**src/logic/scm_consts.svh**
```systemverilog
// Register offsets, field positions, reset values and timing for the clock and mode block
`ifndef SCM_CONSTS_SVH
`define SCM_CONSTS_SVH
`define SCM_MODE_REG_OFF 4'h0
`define SCM_CTRL_REG_OFF 4'h4
`define SCM_STAT_REG_OFF 4'h8
`define SCM_MODE_REG_RST 8'h03
`define SCM_CTRL_REG_RST 8'h00
`define SCM_F_SPEED 0
`define SCM_F_IDLE_HALT 1
`define SCM_F_HS_READY 2
`define SCM_F_LS_READY 3
`define SCM_F_FAST_WAKE 4
`define SCM_F_DIV_LO 5
`define SCM_F_DIV_HI 7
`define SCM_F_SYSCLK_KEEP 0
`define SCM_F_LVD_EN 1
`define SCM_F_WDT_EN 2
`define SCM_F_WDT_SUB 3
`define SCM_F_STAT_FAST 3
`define SCM_F_STAT_HSON 4
`define SCM_MAX_DIV 64
`define SCM_STRAP_WAIT 2'd2
`endif

```
**src/logic/scm_pkg.sv**
```systemverilog
// Types shared by the clock and mode block
package scm_pkg;
  typedef enum logic [2:0] {
    SCM_NORMAL = 3'b000,
    SCM_SLOW = 3'b001,
    SCM_IDLE_CLK_STOP = 3'b010,
    SCM_IDLE_CLK_RUN = 3'b011,
    SCM_DEEP_SLEEP = 3'b100,
    SCM_SLEEP_KEEP_SUB = 3'b101
  } scm_mode_t;
endpackage

```
**src/logic/scm_top.sv**
```systemverilog
// System clock selection and operating mode sequencing, with Avalon-MM registers
// Functional notes
// RQ1: System clock comes from divided high-speed clock or sub_clk; division up to 64.
// RQ2: With speed bit 0, codes 000/001 pick sub_clk, 010..111 pick divide 64..2.
// RQ3: High-speed source is crystal or RC, fixed by static configuration.
// RQ4: sub_clk source is low-speed crystal or RC, fixed by static configuration.
// RQ5: sub_clk and timebase_clk each take a configured low-speed oscillator.
// RQ6: After wake-up the processor may run from sub_clk for faster wake.
// RQ7: fast_wake_en 1 substitutes sub_clk after wake; only with crystal source.
// RQ8: Switching system clock to sub_clk stops the high-speed oscillator.
// RQ9: Normal mode runs processor from high-speed clock divided 1..64, sub and timebase on.
// RQ10: Slow mode runs processor from low-speed clock, high-speed clock off.
// RQ11: Halt with idle_on_halt 0 stops processor and enters a sleep mode.
// RQ12: deep_sleep stops processor, sub_clk, timebase_clk and watchdog.
// RQ13: deep_sleep refused while lowvolt_detect_en is 1.
// RQ14: sleep_keep_sub stops processor and timebase; sub_clk kept for watchdog on sub_clk.
// RQ15: Halt with idle_on_halt 1, keep 0 enters idle_clk_stop; oscillator stops.
// RQ16: Halt with idle_on_halt 1, keep 1 enters idle_clk_run; oscillator runs.
// RQ17: Idle modes keep peripherals working while the processor has no clock.
// RQ18: Read-only ls_osc_ready flag shows low-speed oscillator stability.
// RQ19: Wake-up resumes in the running mode set by speed and divide bits.
`timescale 1ns/10ps
`default_nettype none
`include "scm_consts.svh"
module scm_top #(
  parameter int MAX_DIV = `SCM_MAX_DIV
) (
  input wire logic I_CLOCK,
  input wire logic I_SYS_RST,
  input wire logic [3:0] I_AVS_ADDRESS,
  input wire logic I_AVS_READ,
  input wire logic I_AVS_WRITE,
  input wire logic [31:0] I_AVS_WRITEDATA,
  input wire logic [3:0] I_AVS_BYTEENABLE,
  output logic [31:0] O_AVS_READDATA,
  output logic O_AVS_WAITREQUEST,
  input wire logic I_HALT,
  input wire logic I_WAKE,
  input wire logic I_LXT_CLK,
  input wire logic I_LS_RC_OSC_CLK,
  input wire logic I_LS_OSC_READY,
  input wire logic I_HS_OSC_READY,
  input wire logic I_CFG_HS_XTAL,
  input wire logic I_CFG_SUB_LXT,
  input wire logic I_CFG_TBC_LXT,
  output logic O_HS_XTAL_SEL,
  output logic O_HS_OSC_EN,
  output logic O_CPU_CLK_EN,
  output logic O_SYS_CLK_EN,
  output logic O_SUB_CLK_EN,
  output logic O_TBC_CLK_EN,
  output logic O_WDT_RUN,
  output logic O_PERIPH_RUN,
  output scm_pkg::scm_mode_t O_MODE
);
  import scm_pkg::*;

  localparam int CW = $clog2(MAX_DIV);
  localparam int NSYNC = 7;

  initial begin
    if (MAX_DIV != `SCM_MAX_DIV) begin
      $error("Divide code table serves only MAX_DIV of 64");
    end
  end

  // Pins from outside the clock domain, two flops each; the third stage feeds edge detection
  logic [NSYNC-1:0] pin_raw;
  logic [NSYNC-1:0] sync1;
  logic [NSYNC-1:0] sync2;
  logic [1:0] sync3;
  assign pin_raw = {I_CFG_TBC_LXT, I_CFG_SUB_LXT, I_CFG_HS_XTAL, I_HS_OSC_READY,
                    I_LS_OSC_READY, I_LS_RC_OSC_CLK, I_LXT_CLK};

  genvar g;
  generate
    for (g = 0; g < NSYNC; g++) begin : g_sync
      always_ff @(posedge I_CLOCK or posedge I_SYS_RST) begin
        if (I_SYS_RST) begin
          sync1[g] <= 1'b0;
          sync2[g] <= 1'b0;
        end else begin
          sync1[g] <= pin_raw[g];
          sync2[g] <= sync1[g];
        end
      end
    end
  endgenerate

  always_ff @(posedge I_CLOCK or posedge I_SYS_RST) begin
    if (I_SYS_RST) begin
      sync3 <= 2'b00;
    end else begin
      sync3 <= sync2[1:0];
    end
  end

  logic lxt_tick;
  logic ls_rc_osc_tick;
  logic ls_ready;
  logic hs_ready;
  assign lxt_tick = sync2[0] & ~sync3[0];
  assign ls_rc_osc_tick = sync2[1] & ~sync3[1];
  assign ls_ready = sync2[2];
  assign hs_ready = sync2[3];

  // Configuration straps, caught once after reset release and frozen thereafter
  logic [1:0] strap_cnt;
  logic cfg_hs_xtal;
  logic cfg_sub_lxt;
  logic cfg_tbc_lxt;
  logic [1:0] next_strap_cnt;
  logic next_cfg_hs_xtal;
  logic next_cfg_sub_lxt;
  logic next_cfg_tbc_lxt;

  always_comb begin
    next_strap_cnt = strap_cnt;
    next_cfg_hs_xtal = cfg_hs_xtal;
    next_cfg_sub_lxt = cfg_sub_lxt;
    next_cfg_tbc_lxt = cfg_tbc_lxt;
    if (strap_cnt != 2'd3) begin
      next_strap_cnt = strap_cnt + 2'd1;
    end
    // RQ3 static source choices
    if (strap_cnt == `SCM_STRAP_WAIT) begin
      next_cfg_hs_xtal = sync2[4];
      next_cfg_sub_lxt = sync2[5];
      next_cfg_tbc_lxt = sync2[6];
    end
  end

  always_ff @(posedge I_CLOCK or posedge I_SYS_RST) begin
    if (I_SYS_RST) begin
      strap_cnt <= 2'd0;
      cfg_hs_xtal <= 1'b0;
      cfg_sub_lxt <= 1'b0;
      cfg_tbc_lxt <= 1'b0;
    end else begin
      strap_cnt <= next_strap_cnt;
      cfg_hs_xtal <= next_cfg_hs_xtal;
      cfg_sub_lxt <= next_cfg_sub_lxt;
      cfg_tbc_lxt <= next_cfg_tbc_lxt;
    end
  end

  // RQ4 RQ5 low-speed sources
  logic sub_tick;
  logic tbc_tick;
  assign sub_tick = cfg_sub_lxt ? lxt_tick : ls_rc_osc_tick;
  assign tbc_tick = cfg_tbc_lxt ? lxt_tick : ls_rc_osc_tick;

  // Registers and bus slave
  logic [7:0] mode_reg;
  logic [7:0] ctrl_reg;
  logic ack;
  logic [31:0] readdata;
  logic [7:0] next_mode_reg;
  logic [7:0] next_ctrl_reg;
  logic next_ack;
  logic [31:0] next_readdata;
  logic req;
  logic wr_take;
  scm_mode_t mode;
  logic fast_sub;

  assign req = I_AVS_READ | I_AVS_WRITE;
  assign wr_take = I_AVS_WRITE & ack & I_AVS_BYTEENABLE[0];
  assign O_AVS_WAITREQUEST = req & ~ack;
  assign O_AVS_READDATA = readdata;

  always_comb begin
    next_ack = req & ~ack;
    next_mode_reg = mode_reg;
    next_ctrl_reg = ctrl_reg;
    next_readdata = readdata;
    if (I_AVS_READ && !ack) begin
      case (I_AVS_ADDRESS)
        // RQ18 ready flags read live
        `SCM_MODE_REG_OFF: begin
          next_readdata = {24'h000000, mode_reg};
          next_readdata[`SCM_F_LS_READY] = ls_ready;
          next_readdata[`SCM_F_HS_READY] = hs_ready;
        end
        `SCM_CTRL_REG_OFF: next_readdata = {28'h0000000, ctrl_reg[3:0]};
        `SCM_STAT_REG_OFF: begin
          next_readdata = {29'h00000000, mode};
          next_readdata[`SCM_F_STAT_FAST] = fast_sub;
          next_readdata[`SCM_F_STAT_HSON] = O_HS_OSC_EN;
        end
        default: next_readdata = 32'h00000000;
      endcase
    end
    if (wr_take && I_AVS_ADDRESS == `SCM_MODE_REG_OFF) begin
      // Ready flags are read-only and never stored
      next_mode_reg = I_AVS_WRITEDATA[7:0] & 8'hf3;
    end
    if (wr_take && I_AVS_ADDRESS == `SCM_CTRL_REG_OFF) begin
      next_ctrl_reg = {4'h0, I_AVS_WRITEDATA[3:0]};
    end
  end

  always_ff @(posedge I_CLOCK or posedge I_SYS_RST) begin
    if (I_SYS_RST) begin
      mode_reg <= `SCM_MODE_REG_RST;
      ctrl_reg <= `SCM_CTRL_REG_RST;
      ack <= 1'b0;
      readdata <= 32'h00000000;
    end else begin
      mode_reg <= next_mode_reg;
      ctrl_reg <= next_ctrl_reg;
      ack <= next_ack;
      readdata <= next_readdata;
    end
  end

  logic speed_sel;
  logic [2:0] div_sel;
  logic run_hs;
  logic halted;
  assign speed_sel = mode_reg[`SCM_F_SPEED];
  assign div_sel = mode_reg[`SCM_F_DIV_HI:`SCM_F_DIV_LO];
  // RQ2 codes 000 and 001 select sub_clk
  assign run_hs = speed_sel | (div_sel[2:1] != 2'b00);
  assign halted = (mode != SCM_NORMAL) && (mode != SCM_SLOW);

  // RQ1 divide code to counter mask; speed bit 1 gives the undivided clock
  function automatic logic [CW-1:0] div_mask(input logic spd, input logic [2:0] code);
    logic [CW-1:0] m;
    m = '1;
    if (spd) begin
      m = '0;
    end else if (code[2:1] != 2'b00) begin
      m = m >> (code - 3'd2);
    end
    return m;
  endfunction

  // Mode sequencing
  scm_mode_t next_mode;
  logic next_fast_sub;
  logic wdt_on_sub;
  assign wdt_on_sub = ctrl_reg[`SCM_F_WDT_EN] & ctrl_reg[`SCM_F_WDT_SUB];

  always_comb begin
    next_mode = mode;
    next_fast_sub = fast_sub;
    case (mode)
      SCM_NORMAL, SCM_SLOW: begin
        if (I_HALT) begin
          if (mode_reg[`SCM_F_IDLE_HALT]) begin
            // RQ15 RQ16 idle choice by clock-keep bit
            next_mode = ctrl_reg[`SCM_F_SYSCLK_KEEP] ? SCM_IDLE_CLK_RUN : SCM_IDLE_CLK_STOP;
          // RQ13 deep sleep refused under low-voltage detect
          end else if (ctrl_reg[`SCM_F_LVD_EN] || wdt_on_sub) begin
            next_mode = SCM_SLEEP_KEEP_SUB;
          end else begin
            // RQ11 sleep entry
            next_mode = SCM_DEEP_SLEEP;
          end
          next_fast_sub = 1'b0;
        end else begin
          // RQ8 RQ10 running mode follows the register
          next_mode = run_hs ? SCM_NORMAL : SCM_SLOW;
          if (hs_ready || !run_hs) begin
            next_fast_sub = 1'b0;
          end
        end
      end
      SCM_IDLE_CLK_STOP, SCM_IDLE_CLK_RUN, SCM_DEEP_SLEEP, SCM_SLEEP_KEEP_SUB: begin
        if (I_WAKE) begin
          // RQ19 resume per speed and divide bits
          next_mode = run_hs ? SCM_NORMAL : SCM_SLOW;
          // RQ6 RQ7 sub_clk stands in until the crystal is stable
          next_fast_sub = run_hs & mode_reg[`SCM_F_FAST_WAKE] & cfg_hs_xtal & ~hs_ready;
        end
      end
      default: begin
        next_mode = SCM_NORMAL;
        next_fast_sub = 1'b0;
      end
    endcase
  end

  always_ff @(posedge I_CLOCK or posedge I_SYS_RST) begin
    if (I_SYS_RST) begin
      mode <= SCM_NORMAL;
      fast_sub <= 1'b0;
    end else begin
      mode <= next_mode;
      fast_sub <= next_fast_sub;
    end
  end

  // Clock enables
  logic div_tick;
  logic use_hs;
  logic hs_on;
  logic sys_tick;
  assign use_hs = run_hs & ~fast_sub & (mode != SCM_SLOW);
  // RQ8 RQ10 high-speed oscillator only when it feeds something
  assign hs_on = (mode == SCM_NORMAL) || (mode == SCM_IDLE_CLK_RUN && run_hs);
  // Gated by ready so an unsettled crystal never reaches the processor
  assign sys_tick = use_hs ? (div_tick & hs_ready) : sub_tick;

  scm_clk_div #(
    .MAX_DIV(MAX_DIV)
  ) u_div (
    .i_clock(I_CLOCK),
    .i_sys_rst(I_SYS_RST),
    .i_run(hs_on & hs_ready),
    .i_div_mask(div_mask(speed_sel, div_sel)),
    .o_tick(div_tick)
  );

  logic next_cpu_en;
  logic next_sys_en;
  logic next_sub_en;
  logic next_tbc_en;
  logic next_wdt_run;
  logic next_periph;

  always_comb begin
    // RQ9 RQ10 processor clock in running modes only
    next_cpu_en = !halted && sys_tick;
    // RQ16 system clock survives only in idle_clk_run
    next_sys_en = (!halted || mode == SCM_IDLE_CLK_RUN) && sys_tick;
    // RQ12 RQ14 sub_clk off in deep sleep, kept in sleep_keep_sub only for a watchdog on sub_clk
    next_sub_en = sub_tick && (mode != SCM_DEEP_SLEEP) &&
                  (mode != SCM_SLEEP_KEEP_SUB || wdt_on_sub);
    next_tbc_en = tbc_tick && (mode != SCM_DEEP_SLEEP) && (mode != SCM_SLEEP_KEEP_SUB);
    next_wdt_run = ctrl_reg[`SCM_F_WDT_EN] && (mode != SCM_DEEP_SLEEP);
    // RQ17 peripherals live in running and idle modes
    next_periph = (mode != SCM_DEEP_SLEEP) && (mode != SCM_SLEEP_KEEP_SUB);
  end

  always_ff @(posedge I_CLOCK or posedge I_SYS_RST) begin
    if (I_SYS_RST) begin
      O_CPU_CLK_EN <= 1'b0;
      O_SYS_CLK_EN <= 1'b0;
      O_SUB_CLK_EN <= 1'b0;
      O_TBC_CLK_EN <= 1'b0;
      O_WDT_RUN <= 1'b0;
      O_PERIPH_RUN <= 1'b0;
    end else begin
      O_CPU_CLK_EN <= next_cpu_en;
      O_SYS_CLK_EN <= next_sys_en;
      O_SUB_CLK_EN <= next_sub_en;
      O_TBC_CLK_EN <= next_tbc_en;
      O_WDT_RUN <= next_wdt_run;
      O_PERIPH_RUN <= next_periph;
    end
  end

  assign O_HS_OSC_EN = hs_on;
  assign O_HS_XTAL_SEL = cfg_hs_xtal;
  assign O_MODE = mode;
endmodule
`default_nettype wire

```
**src/logic/scm_clk_div.sv**
```systemverilog
// Power-of-two divider of the high-speed clock, giving one enable pulse per divided period
`timescale 1ns/10ps
`default_nettype none
module scm_clk_div #(
  parameter int MAX_DIV = 64
) (
  input wire logic i_clock,
  input wire logic i_sys_rst,
  input wire logic i_run,
  input wire logic [$clog2(MAX_DIV)-1:0] i_div_mask,
  output logic o_tick
);
  localparam int CW = $clog2(MAX_DIV);

  logic [CW-1:0] cnt;
  logic [CW-1:0] next_cnt;

  initial begin
    if (MAX_DIV < 2 || (1 << CW) != MAX_DIV) begin
      $error("MAX_DIV must be a power of two of at least 2");
    end
  end

  always_comb begin
    next_cnt = i_run ? cnt + 1'b1 : '0;
    // Mask all ones marks the last cycle of each divided period
    o_tick = i_run && ((cnt & i_div_mask) == i_div_mask);
  end

  always_ff @(posedge i_clock or posedge i_sys_rst) begin
    if (i_sys_rst) begin
      cnt <= '0;
    end else begin
      cnt <= next_cnt;
    end
  end
endmodule
`default_nettype wire

```
**config.mk**
```make
export PLATFORM = sky130hd
export DESIGN_NAME = scm_top
export DESIGN_NICKNAME = d
export VERILOG_FILES = /design/src/logic/scm_pkg.sv /design/src/logic/scm_top.sv /design/src/logic/scm_clk_div.sv
export VERILOG_INCLUDE_DIRS = /design/src /design/src/logic
export SDC_FILE = /design/constraint.sdc
export NUM_CORES = 1
export LEC_CHECK = 0
export ABC_AREA = 1
export BUFFER_PORTS_ARGS = -buffer_cell sky130_fd_sc_hd__buf_2
export CAP_MARGIN = 20
export CELL_PAD_IN_SITES_DETAIL_PLACEMENT = 0
export CELL_PAD_IN_SITES_GLOBAL_PLACEMENT = 1
export CORE_UTILIZATION = 32
export CTS_CLUSTER_SIZE = 12
export DETAILED_ROUTE_END_ITERATION = 10
export PLACE_DENSITY_LB_ADDON = 0.1
export SETUP_SLACK_MARGIN = 0.4
export SYNTH_ARGS = -nofsm -noshare
export SYNTH_HDL_FRONTEND = slang
export SYNTH_SLANG_ARGS = --single-unit
```
**constraint.sdc**
```tcl
create_clock -name I_CLOCK -period 1.7 [get_ports I_CLOCK]
set_input_delay 0.34 -clock I_CLOCK [delete_from_list [all_inputs] [get_ports I_CLOCK]]
set_output_delay 0.34 -clock I_CLOCK [all_outputs]
set_load 0.05 [all_outputs]
```
* Word-level counts from Yosys, hierarchy flattened
Cells that the tools add are included.
** Word-level totals
- Flip-flop bits (word level) :: 80
- Bits of input ports :: 53
- Logic and storage cells :: 119
** Cells by class
- Add/sub/neg operators :: 3
- Equal/unequal tests :: 15
- Shifts and indexed selects :: 1
- Mux-type cells :: 18
- Bitwise logic cells :: 21
- Reduce and logical (&&, ||, !) cells :: 29
** Operator list (number)
- 8-bit one-hot mux with 3 select lines :: 1
- 6-bit two-way mux :: 3
- 1-bit logical AND :: 14
- 1-bit bitwise AND :: 13
- 1-bit two-way mux :: 9
- 3-bit two-way mux :: 3
- 3-bit inequality test (second input constant) :: 3
- 6-bit by 1-bit adder with 6-bit output (second input constant) :: 1
- 6-bit bitwise AND :: 1
- 3-bit by 2-bit == test with 1-bit output (second input constant) :: 2
- 3-bit == test (second input constant) :: 2
- 6-bit == test :: 1
- 3-bit one-hot mux with 2 select lines :: 1
- 6-bit by 3-bit right shift with 6-bit output (first input constant) :: 1
- 1-bit logical OR :: 5
- 1-bit inverter :: 5
- 4-bit by 3-bit == test with 1-bit output (second input constant) :: 1
- 4-bit == test (second input constant) :: 1
- 4-bit logical NOT :: 1
- 2-bit inequality test (second input constant) :: 2
- 4-bit OR reduction :: 1
- 3-bit by 1-bit == test with 1-bit output (second input constant) :: 1
- 1-bit logical NOT :: 3
- 3-bit logical NOT :: 1
- other kinds (10) :: 11

* Logic depth before layout (Yosys ltp)
Gate-level depths: netlist of run 1.
- Word-level depth :: 10
- Depth in mapped cells :: 9
- Gate-level depth less buffers :: 9

* Cells and area by module
Synthesis of run 1 repeated with hierarchy kept, for this count alone.
** Second synthesis, totals
- Cells, all modules :: 301
- Area, all modules :: 2705.1 um2
** By module, submodules not included
- scm_top :: times used 1, cells an instance 255, area each 2367.3 um2, sequential area each 1253.7 um2
- scm_clk_div :: times used 1, cells an instance 46, area each 337.8 um2, sequential area each 150.1 um2

* Least setup slack after synthesis of run 1
No wires, ideal clock.
- Path type :: reg-to-reg
- Start :: register mode[1] (netlist: O_MODE[1])
- End :: register mode[0] (netlist: O_MODE[0])
- Library setup time :: 0.095 ns
- Arrival time :: 1.734 ns
- Data required time :: 1.605 ns
- Slack :: -0.130 ns
- Cell stages (with the launch flop) :: 8
- Period minus slack after synthesis :: 1.830 ns
- Cell sequence :: dfrtp_1 -> inv_1 -> ha_1 -> inv_1 -> nor2_1 -> nor2_1 -> nand2_1 -> o31ai_1
** Between the ends
- Cells in the longest elaborated chain, start to end :: 3
** Ends and longest elaborated chain
- start, declared :: line scm_top.sv:164 : scm_mode_t mode;
- start signal, assigned :: line scm_top.sv:290 : mode <= next_mode;
- 3-bit by 2-bit == test with 1-bit output, or another cell as far along :: line scm_top.sv:248 : case (mode)
- 4-bit OR reduction / 2-bit OR reduction (equally long branches) :: line scm_top.sv:248
- 3-bit one-hot mux with 2 select lines / 2-bit inequality test (equally long branches)
Several ways; a longest one is shown, not always the timed one.
A chain may end at the register's enable or synchronous reset.

* Worst setup path in the final report of run 1
- Start :: register mode_reg[6]
- End :: output O_HS_OSC_EN
** Between the ends
- Cells in the longest elaborated chain, start to end :: 4
** Ends and longest elaborated chain
- start, declared :: line scm_top.sv:154 : logic [7:0] mode_reg;
- start signal, assigned :: line scm_top.sv:205 : mode_reg <= `SCM_MODE_REG_RST;
- start signal, assigned :: line scm_top.sv:210 : mode_reg <= next_mode_reg;
- 2-bit nonzero test :: line scm_top.sv:224 : assign run_hs = speed_sel | (div_sel[2:1] != 2'b00);
- 1-bit OR :: line scm_top.sv:224
- 1-bit logical AND :: line scm_top.sv:302 : assign hs_on = (mode == SCM_NORMAL) || (mode == SCM_IDLE_CLK_RUN && run_hs);
- 1-bit logical OR :: line scm_top.sv:302
- end, declared :: line scm_top.sv:47 : output logic O_HS_OSC_EN,
No other way between the ends.

==> results_dict.tcl, run 1 <==
set metrics [dict create \
    grt_pass1_wl_um 8900 \
    clock_sinks 56 \
    finalMaxSlewViolations 0 \
    slowest_delay_ns 0.41 \
    crit_chain "inv_2, ha_4, nand2_4, nand2_4, nand2_8, buf_8" \
    io_buffers 45 \
    drtPass1Iterations 4 \
    drtIter0Drc 97 \
    num_vias 1919 \
    ys_ff_latch 56 \
    cp.arrival_ns 1.30 \
    crit_slowest_cell "dfrtp_1" \
    outcome "complete, no violations" \
    met2_usage_pct 20.9 \
    cts_tree "built" \
    hold_viol_final 0 \
    synth_mux_area_share_pct 2.04 \
    synthArstFlopShare_pct 100 \
    synth-edff-count 0 \
    cts_root_buf "clkbuf_8" \
    cts_made_buffers 5 \
    synth_ff_type "dfrtp_1" \
    crit_family "flip-flops" \
    detail-route-antenna-nets 0 \
    row_count 32 \
    overflow 0 \
    die_area_um2 8390 \
    grtUsageMet3_pct 2.74 \
    crit_type "reg -> out" \
    synthDistinctLibCells 34 \
    ys_warn_count 0 \
    synth_area_leaders "dfrtp_1 (53%), buf_4 (7.0%), nand2_1 (6.6%), inv_1 (4.5%), ha_1 (4.4%)" \
    drt_wl_total_um 5400 \
    yosys.area_share.simple_pct 16.0 \
    finalSetupViolCount 0 \
    finalPower_mw 4.20 \
    syn-instance-count 269 \
    die_x_um 91.6 \
    ys_top_cells_by_count "dfrtp_1 (54), nand2_1 (45), inv_1 (31)" \
    avgRoutedWirePerCell_um 11.9 \
    synth_top_family_by_area "simple AND/OR/NAND/NOR gates" \
    die_h_um 91.6 \
    cap_violations 0 \
    grt_use_total_pct 13.7 \
    skew_ns 0.00748 \
    grt_start_max_net_pins 27 \
    worstHoldPathType "in -> async" \
    cp.required_ns 1.36 \
    netlist_area_um2 2570 \
    ys_seq_area_share_pct 54.6 \
    vias_per_cell 4.25 \
    fin_setup_tns_ns 0 \
    power.leakage_nw 1.72 \
    path_buf_inv 2 \
    worstMarginPinSlew_ns 0.548 \
    slew-limit-headroom_pct 63.4 \
    start_util_pct 33.3 \
    cts.clk_slew.worst_paths_ns 0.11 \
    top_usage_layer "met2" \
    end_kind "output port" \
    drive_above_1_share_pct 39.4 \
    min_period_ns 1.64 \
    drc 0 \
    start_kind "register" \
    preCtsSetupSlack_ns 0.134 \
    fillers 765 \
    met1_usage_pct 19.3 \
    core-area_um2 7730 \
    synth_fa_ha_area_share_pct 4.38 \
    cts_max_level 2 \
    synth.most_common_cell "dfrtp_1" \
    ios 97 \
    area_growth_pct 34.3 \
    fin_crit_sh_pct 96.2 \
    dp_hpwl_um 3860 \
    antenna_cells 0 \
    crit_fanout 2 \
    antenna_found_initial 0 \
    final_cell_count_no_fill 452 \
    placed_cells 421 \
    cpMostUsedCell "nand2_4" \
    setup_ws_ns 0.0648 \
    fin_nets 411 \
    first_global_vias 1829 \
    clkLatencyLatePin_ns 0.31 \
    cts_hold_buf 0 \
    design_area_um2 3450 \
    largest_reg_flops 8 \
    yosysTopAreaCellShare_pct 52.6 \
    clock.fmax_mhz 612 \
    placed_area_um2 2920 \
    power_density_nw_per_um2 1220 \
    ir_drop_v 0.000696 \
    rsz0062_at_grt "true" \
    synth_compound_area_share_pct 9.44 \
    clk_path_buf_depth 2 \
    synth-xor-area-share_pct 0.682 \
    gp_congestion 0.766 \
    synth.avg_cell_area_um2 9.55 \
    r2r_slack_ns 0.21 \
    synth_area_leader_cell "dfrtp_1" \
]
==> layout by cell type, fill, tap and decap left out, types with 3 or more instances in the layout <==
cell type,n
o21ai_0,8
inv_1,22
a21oi_1,11
nand2_1,40
o21ai_1,5
clkbuf_8,5
buf_2,31
nor2_1,23
dfrtp_2,3
nand2_2,4
a21oi_2,3
buf_6,8
dfrtp_1,51
nand3_1,7
nor2_4,5
ha_1,6
buf_4,30
inv_4,3
inv_2,9
conb_1,24
clkbuf_4,3
nand2_4,5
buf_8,3
o31ai_1,3
==> worst register-to-register path, cell delays in order (launching register included) <==
cell and delay, ns:
dfrtp_1 0.39, inv_2 0.06, ha_4 0.17, buf_4 0.13, buf_6 0.12, o21ai_2 0.10
nand2_1 0.05, nand2_1 0.06, nand3_1 0.07, nand2_1 0.07, nand2_2 0.06, a21oi_2 0.14
==> final cells by class <==
cell class,instances,area [um2],area share (%)
multi-input cells,175,1100,31.8
repair buffers,76,558,16.2
clock inverters,3,47.5,1.38
inverters,35,143,4.13
flip-flops and latches,56,1410,40.8
clock buffers,5,68.8,1.99
well taps,102,128,3.70
==> layer usage <==
layer	vias to the layer above	part of all wire, %
met5	-	0
met4	0	1.1
met3	5	4.0
met2	50	47
met1	888	48
li1	976	-
==> stage by stage <==
step / utilization, % / hold WS [ns]
after global placement: 37.8 / 0.332
final: 44.7 / 0.0606
after detailed placement: 37.8 / 0.335
after global routing: 44.7 / 0.0924
after CTS: 43.3 / 0.0750
after floorplan: - / 0.331
==> cell families (layout without fill, tap and decap cells) <==
kind of cell / after synthesis / count (layout)
XOR/XNOR: 2 / 2
multiplexers: 4 / 4
AND/OR/NAND/NOR: 94 / 94
AO/OA/AOI/OAI: 42 / 42
other: 1 / 24
flip-flops: 56 / 56
adder cells (fa/ha/maj): 9 / 9
buffers and inverters: 61 / 119
==> power by group <==
group | internal [mW] | total (mW) | switching, mW
Clock | 0.445 | 0.899 | 0.455
Sequential | 1.49 | 1.61 | 0.114
Combinational | 0.675 | 1.69 | 1.02
Total | 2.61 | 4.20 | 1.59
==> final timing paths <==
kind | from | to | cells after the start
max | mode_reg[6]$_DFFE_PP0P_ | O_HS_OSC_EN | 6
max in group asynchronous | I_SYS_RST | u_div.cnt[0]$_DFF_PP0_ | 3
min in group I_CLOCK | I_LXT_CLK | sync1[0]$_DFF_PP0_ | 1
min reg2reg | sync1[3]$_DFF_PP0_ | hs_ready$_DFF_PP0_ | 0
min | I_SYS_RST | O_HS_XTAL_SEL$_DFFE_PP0N_ | 2
max reg2reg | mode_reg[6]$_DFFE_PP0P_ | O_CPU_CLK_EN$_DFF_PP0_ | 11
==> timing repair <==
item	CTS	global route
gates resized for setup	49	24
endpoints found under the setup margin	18	27
cloned	0	0
pin swaps	17	13
setup buffers	19	4
Power figures use the tool's default switching activity.
==> inputs of run 2 (changes only) <==
--- a/config.mk
+++ b/config.mk
@@ -14,7 +14,8 @@
 export CORE_UTILIZATION = 32
 export CTS_CLUSTER_SIZE = 12
 export DETAILED_ROUTE_END_ITERATION = 10
-export PLACE_DENSITY_LB_ADDON = 0.1
+export PLACE_DENSITY = 0.85
+export REMOVE_ABC_BUFFERS = 1
 export SETUP_SLACK_MARGIN = 0.4
 export SYNTH_ARGS = -nofsm -noshare
 export SYNTH_HDL_FRONTEND = slang
==> run 2 against run 1 <==
Sequential share of layout area fell by 0.066 points. Clock-buffer cell count rose by 2. Clock skew rose by 0.0050 ns. First-iteration DRC count rose by 5.2%. Final cell count rose by 0.22%. Global-route usage barely moved. Worst hold slack improved by 0.012 ns. Via count rose by 4.5%. Clock power fell by 24%. Non-clock buffer count rose by 1. Flip-flop and latch count did not move. Setup slack improved by 0.0047 ns. Critical path type unchanged. Critical endpoint unchanged. Highest routed layer unchanged.
==> results_dict.tcl, run 2 (synthesis results as in run 1) <==
set metrics [dict create \
    clkLatencyLatePin_ns 0.30 \
    cp.required_ns 1.36 \
    power_density_nw_per_um2 1160 \
    reg2reg_depth 12 \
    outcome "complete, no violations" \
    clock_sinks 56 \
    vias_per_cell 4.43 \
    netSwitchingFraction_pct 39.3 \
    drc 0 \
    cts_tree "built" \
    clk_path_buf_depth 2 \
    cts.clk_slew.worst_paths_ns 0.10 \
    cp.arrival_ns 1.29 \
    netSwitchingPower_mw 1.57 \
    layout_commonest_cell "dfrtp_1" \
    mostFrequentLayoutCells "dfrtp_1 (52), nand2_1 (39), buf_2 (34), conb_1 (24)" \
    preCtsSetupSlack_ns 0.0618 \
    cap_violations 0 \
    first_global_vias 1950 \
    combPwrFrac_pct 42.6 \
    end_kind "output port" \
    drtIter0Drc 102 \
    overflow 0 \
    grt_start_max_net_pins 57 \
    finalPower_mw 4.01 \
    crit_type "reg -> out" \
    grt_use_total_pct 13.7 \
    intPower_mw 2.43 \
    rsz0062_at_grt "true" \
    r2r_slack_ns 0.08 \
    finalSetupViolCount 0 \
    gp_congestion 0.772 \
    reg2reg_to "O_AVS_READDATA[4]$_DFFE_PP0P_" \
    cts_root_buf "clkbuf_8" \
    antenna_cells 0 \
    pwr-share-clk_pct 17.1 \
    detail-route-antenna-nets 0 \
    area_growth_pct 34.4 \
    clock.fmax_mhz 613 \
    die_h_um 91.6 \
    ir_drop_v 0.000786 \
    drt_wl_total_um 5570 \
    crit_fanout 2 \
    worstHoldPathType "in -> async" \
    fin_setup_tns_ns 0 \
    min_period_ns 1.63 \
    hold_slack_ns 0.0724 \
    crit_path_start "mode_reg[6]$_DFFE_PP0P_" \
    r2r-start "mode_reg[6]$_DFFE_PP0P_" \
    cts_made_buffers 5 \
    cts_max_level 2 \
    register_area_um2 1410 \
    hold_viol_final 0 \
    power_frac_seq_pct 40.3 \
    largest_reg_flops 8 \
    fin_nets 412 \
    row_count 32 \
    start_util_pct 33.3 \
    drtPass1Iterations 4 \
    design_area_um2 3450 \
    fillers 746 \
    drive_above_1_share_pct 40.2 \
    num_vias 2005 \
    placed_area_um2 2870 \
    ios 97 \
    die_x_um 91.6 \
    core-area_um2 7730 \
    start_kind "register" \
    finalMaxSlewViolations 0 \
    avgRoutedWirePerCell_um 12.3 \
    multi_input_area_um2 1120 \
    io_buffers 45 \
    grt_pass1_wl_um 9140 \
    setup_ws_ns 0.0695 \
    dp_hpwl_um 3690 \
    antenna_found_initial 0 \
    die_area_um2 8390 \
    fin_crit_sh_pct 95.9 \
    power.leakage_nw 1.71 \
    skew_ns 0.0124 \
]
-- run 2: cell types whose count changed in the layout (fill, tap and decap cells not counted), moves of 2 or more --
cell / change
clkinv_4: -2
nor2_4: -2
buf_2: +3
clkbuf_4: +2
buf_4: -10
nor3b_1: -2
buf_6: +7
clkbuf_1: +2
nand3_2: +2
nor2_2: +3
nor3b_2: +2
-- run 2: area by class of cell --
cell class | instances | area share [%]
sequential | 56 | 40.7
multi-input combinational | 175 | 32.5
timing repair buffer | 77 | 16.7
inverter | 35 | 4.02
tap | 102 | 3.70
clock buffer | 7 | 2.21
clock inverter | 1 | 0.145
-- run 2: per-stage QoR --
stage | std cells | utilization [%]
2_1_floorplan | 266 | -
3_3_place_gp | 419 | 37.2
3_5_place_dp | 419 | 37.2
4_1_cts | 449 | 42.9
5_1_grt | 453 | 44.7
6_report | 453 | 44.7
-- run 2: power by group through the flow --
stage | Combinational, mW | Sequential [mW] | Clock, mW
global placement | 1.11 | 1.62 | 0
finish | 1.71 | 1.61 | 0.685
floorplan | 0.587 | 1.86 | 0
CTS | 1.50 | 1.61 | 0.704
global route | 1.84 | 1.63 | 0.777
detailed placement | 1.12 | 1.63 | 0
-- run 2: critical path: stages (launching register included) --
cell and delay [ns]:
dfrtp_1 0.41, inv_2 0.09, ha_4 0.15, nand2_4 0.06, nand2_4 0.08, nand2_4 0.06
buf_8 0.15
-- run 2: repair_timing --
action	CTS	global route
resized for setup	57	31
hold buffers	0	0
pin swaps	16	12
setup endpoints to repair	17	27
buffers inserted	22	4
-- run 2: worst max-delay path by stage --
stage / endpoint / slack (ns) / cells past startpoint
finish: O_HS_OSC_EN / 0.07 / 6
global route: O_HS_OSC_EN / -0.02 / 6
CTS: O_HS_OSC_EN / 0.08 / 4
detailed placement: O_MODE[2]$_DFFE_PP0P_ / 0.06 / 7
global placement: O_MODE[2]$_DFFE_PP0P_ / 0.12 / 7
floorplan: O_MODE[0]$_DFFE_PP0P_ / -0.13 / 7
-- run 2: routing by layer --
metal | up-vias | track usage [%] | share of wire (%) | wire [um]
met3 | 4 | 3.90 | 5.2 | 292
met4 | 0 | 2.38 | 0.86 | 48
li1 | 978 | - | - | -
met2 | 57 | 24.5 | 51 | 2850
met5 | - | 0 | 0 | 0
met1 | 966 | 16.6 | 43 | 2380
==> inputs of run 3 (changes only) <==
==> constraint.sdc (replaced) <==
create_clock -name I_CLOCK -period 1.7 [get_ports I_CLOCK]
set_input_delay 0.425 -clock I_CLOCK [delete_from_list [all_inputs] [get_ports I_CLOCK]]
set_output_delay 0.425 -clock I_CLOCK [all_outputs]
set_load 0.05 [all_outputs]
==> run 3 against run 2 <==
The run now ends with negative setup slack left. Wire length is 7.0% higher. Register-to-register slack is essentially flat. Die area did not move. Cell area grew 6.2%. Largest cell class unchanged. Largest power group unchanged.
==> results_dict.tcl, run 3 (synthesis results as in run 1) <==
set metrics [dict create \
    outcome "finished, violations left" \
    violations "negative setup slack" \
    area_growth_pct 42.7 \
    fin_setup_tns_ns -0.00686 \
    detail-route-antenna-nets 0 \
    topRoutingLayerUsed "met4" \
    route.met2.wl_um 3120 \
    wl_met1_um 2440 \
    crit_slowest_cell "dfrtp_1" \
    crit_type "reg -> out" \
    io_buffers 45 \
    drc 0 \
    core-area_um2 7730 \
    clk_path_buf_depth 2 \
    end_kind "output port" \
    fin_nets 424 \
    cpMostUsedCell "nand2_4" \
    power.leakage_nw 1.82 \
    ir_drop_v 0.000549 \
    cts_made_buffers 5 \
    start_util_pct 33.3 \
    cts_tree "built" \
    row_count 32 \
    start_kind "register" \
    design_area_um2 3670 \
    finalPower_mw 4.33 \
    first_global_vias 1960 \
    gp_congestion 0.790 \
    clock.fmax_mhz 586 \
    clock_sinks 56 \
    skew_ns 0.00882 \
    finalSetupViolCount 1 \
    drive_above_1_share_pct 42.7 \
    crit_chain "inv_2, ha_4, nand2_4, nand2_4, nand2_4, buf_8" \
    drtPass1Iterations 4 \
    slowest_delay_ns 0.41 \
    avgRoutedWirePerCell_um 12.8 \
    worstHoldPathType "in -> async" \
    grt_start_max_net_pins 57 \
    layout_commonest_cell "dfrtp_1" \
    cts_root_buf "clkbuf_8" \
    power_density_nw_per_um2 1180 \
    crit_family "flip-flops" \
    wl_met3_um 330 \
    crit_cells 6 \
    fin_crit_sh_pct 100 \
    dp_hpwl_um 3710 \
    path_buf_inv 2 \
    clkLatencyLatePin_ns 0.31 \
    finalMaxSlewViolations 0 \
    num_vias 2062 \
    grt_pass1_wl_um 9030 \
    cts_hold_buf 0 \
    cap_violations 0 \
    preCtsSetupSlack_ns 0.106 \
    antenna_cells 0 \
    setup_ws_ns -0.00686 \
    cts_max_level 2 \
    reg2reg_depth 12 \
    crit_fanout 2 \
    drtIter0Drc 89 \
    largest_reg_flops 8 \
    die_x_um 91.6 \
    cp.arrival_ns 1.28 \
    vias_per_cell 4.43 \
    cts.clk_slew.worst_paths_ns 0.11 \
    placed_area_um2 2900 \
    final_util_pct 47.5 \
    min_period_ns 1.71 \
    grt_use_total_pct 13.4 \
    die_area_um2 8390 \
    rsz0062_at_grt "true" \
    overflow 0 \
    cp.required_ns 1.27 \
    hold_viol_final 0 \
    ios 97 \
    die_h_um 91.6 \
    drt_wl_total_um 5960 \
    mostFrequentLayoutCells "dfrtp_1 (53), nand2_1 (40), buf_4 (30), buf_6 (28), buf_2 (25)" \
    antenna_found_initial 0 \
]
[run 3: metrics by stage]
stage	cells	hold slack (ns)
global placement	423	0.333
CTS	452	0.149
detailed placement	423	0.335
floorplan	266	0.331
finish	465	0.135
global route	465	0.154
[run 3: path summary, 6_finish.rpt]
check	from	endpoint	slack (ns)
min in group I_CLOCK	I_CFG_SUB_LXT	sync1[5]$_DFF_PP0_	0.21
max in group asynchronous	I_SYS_RST	mode_reg[1]$_DFFE_PP1P_	1.25
hold / removal	I_SYS_RST	sync1[4]$_DFF_PP0_	0.14
setup reg to reg	mode_reg[7]$_DFFE_PP0P_	O_CPU_CLK_EN$_DFF_PP0_	0.08
setup / recovery	mode_reg[6]$_DFFE_PP0P_	O_HS_OSC_EN	-0.007
hold reg to reg	sync1[0]$_DFF_PP0_	sync2[0]$_DFF_PP0_	0.36
[run 3: area by class of cell]
type | instances | area, um2
Clock buffer | 5 | 68.8
Clock inverter | 3 | 26.3
Inverter | 35 | 134
Timing Repair Buffer | 89 | 766
Sequential cell | 56 | 1410
Multi-Input combinational cell | 175 | 1140
Tap cell | 102 | 128
Fill cell | 726 | 4060
[run 3: tightest hold or removal path: stages]
cell,delay [ns]
buf_2,0.10
inv_2,0.06
buf_12,0.27
[run 3: timing repair]
item | CTS | global route
gates resized for setup | 80 | 35
setup buffers | 21 | 13
pin swaps | 16 | 11
setup endpoints to repair | 29 | 32
[run 3: per-layer routing]
| layer | track usage [%] | up-vias |
|---|---|---|
| met5 | 0 | - |
| met4 | 1.98 | 0 |
| met3 | 3.65 | 10 |
| met2 | 22.2 | 61 |
| met1 | 18.0 | 983 |
| li1 | - | 1008 |
[run 3: power by group]
group,internal [mW],switching (mW),total [mW]
registers,1.49,0.127,1.62
logic,0.820,1.12,1.94
clock network,0.305,0.467,0.772
total,2.62,1.71,4.33
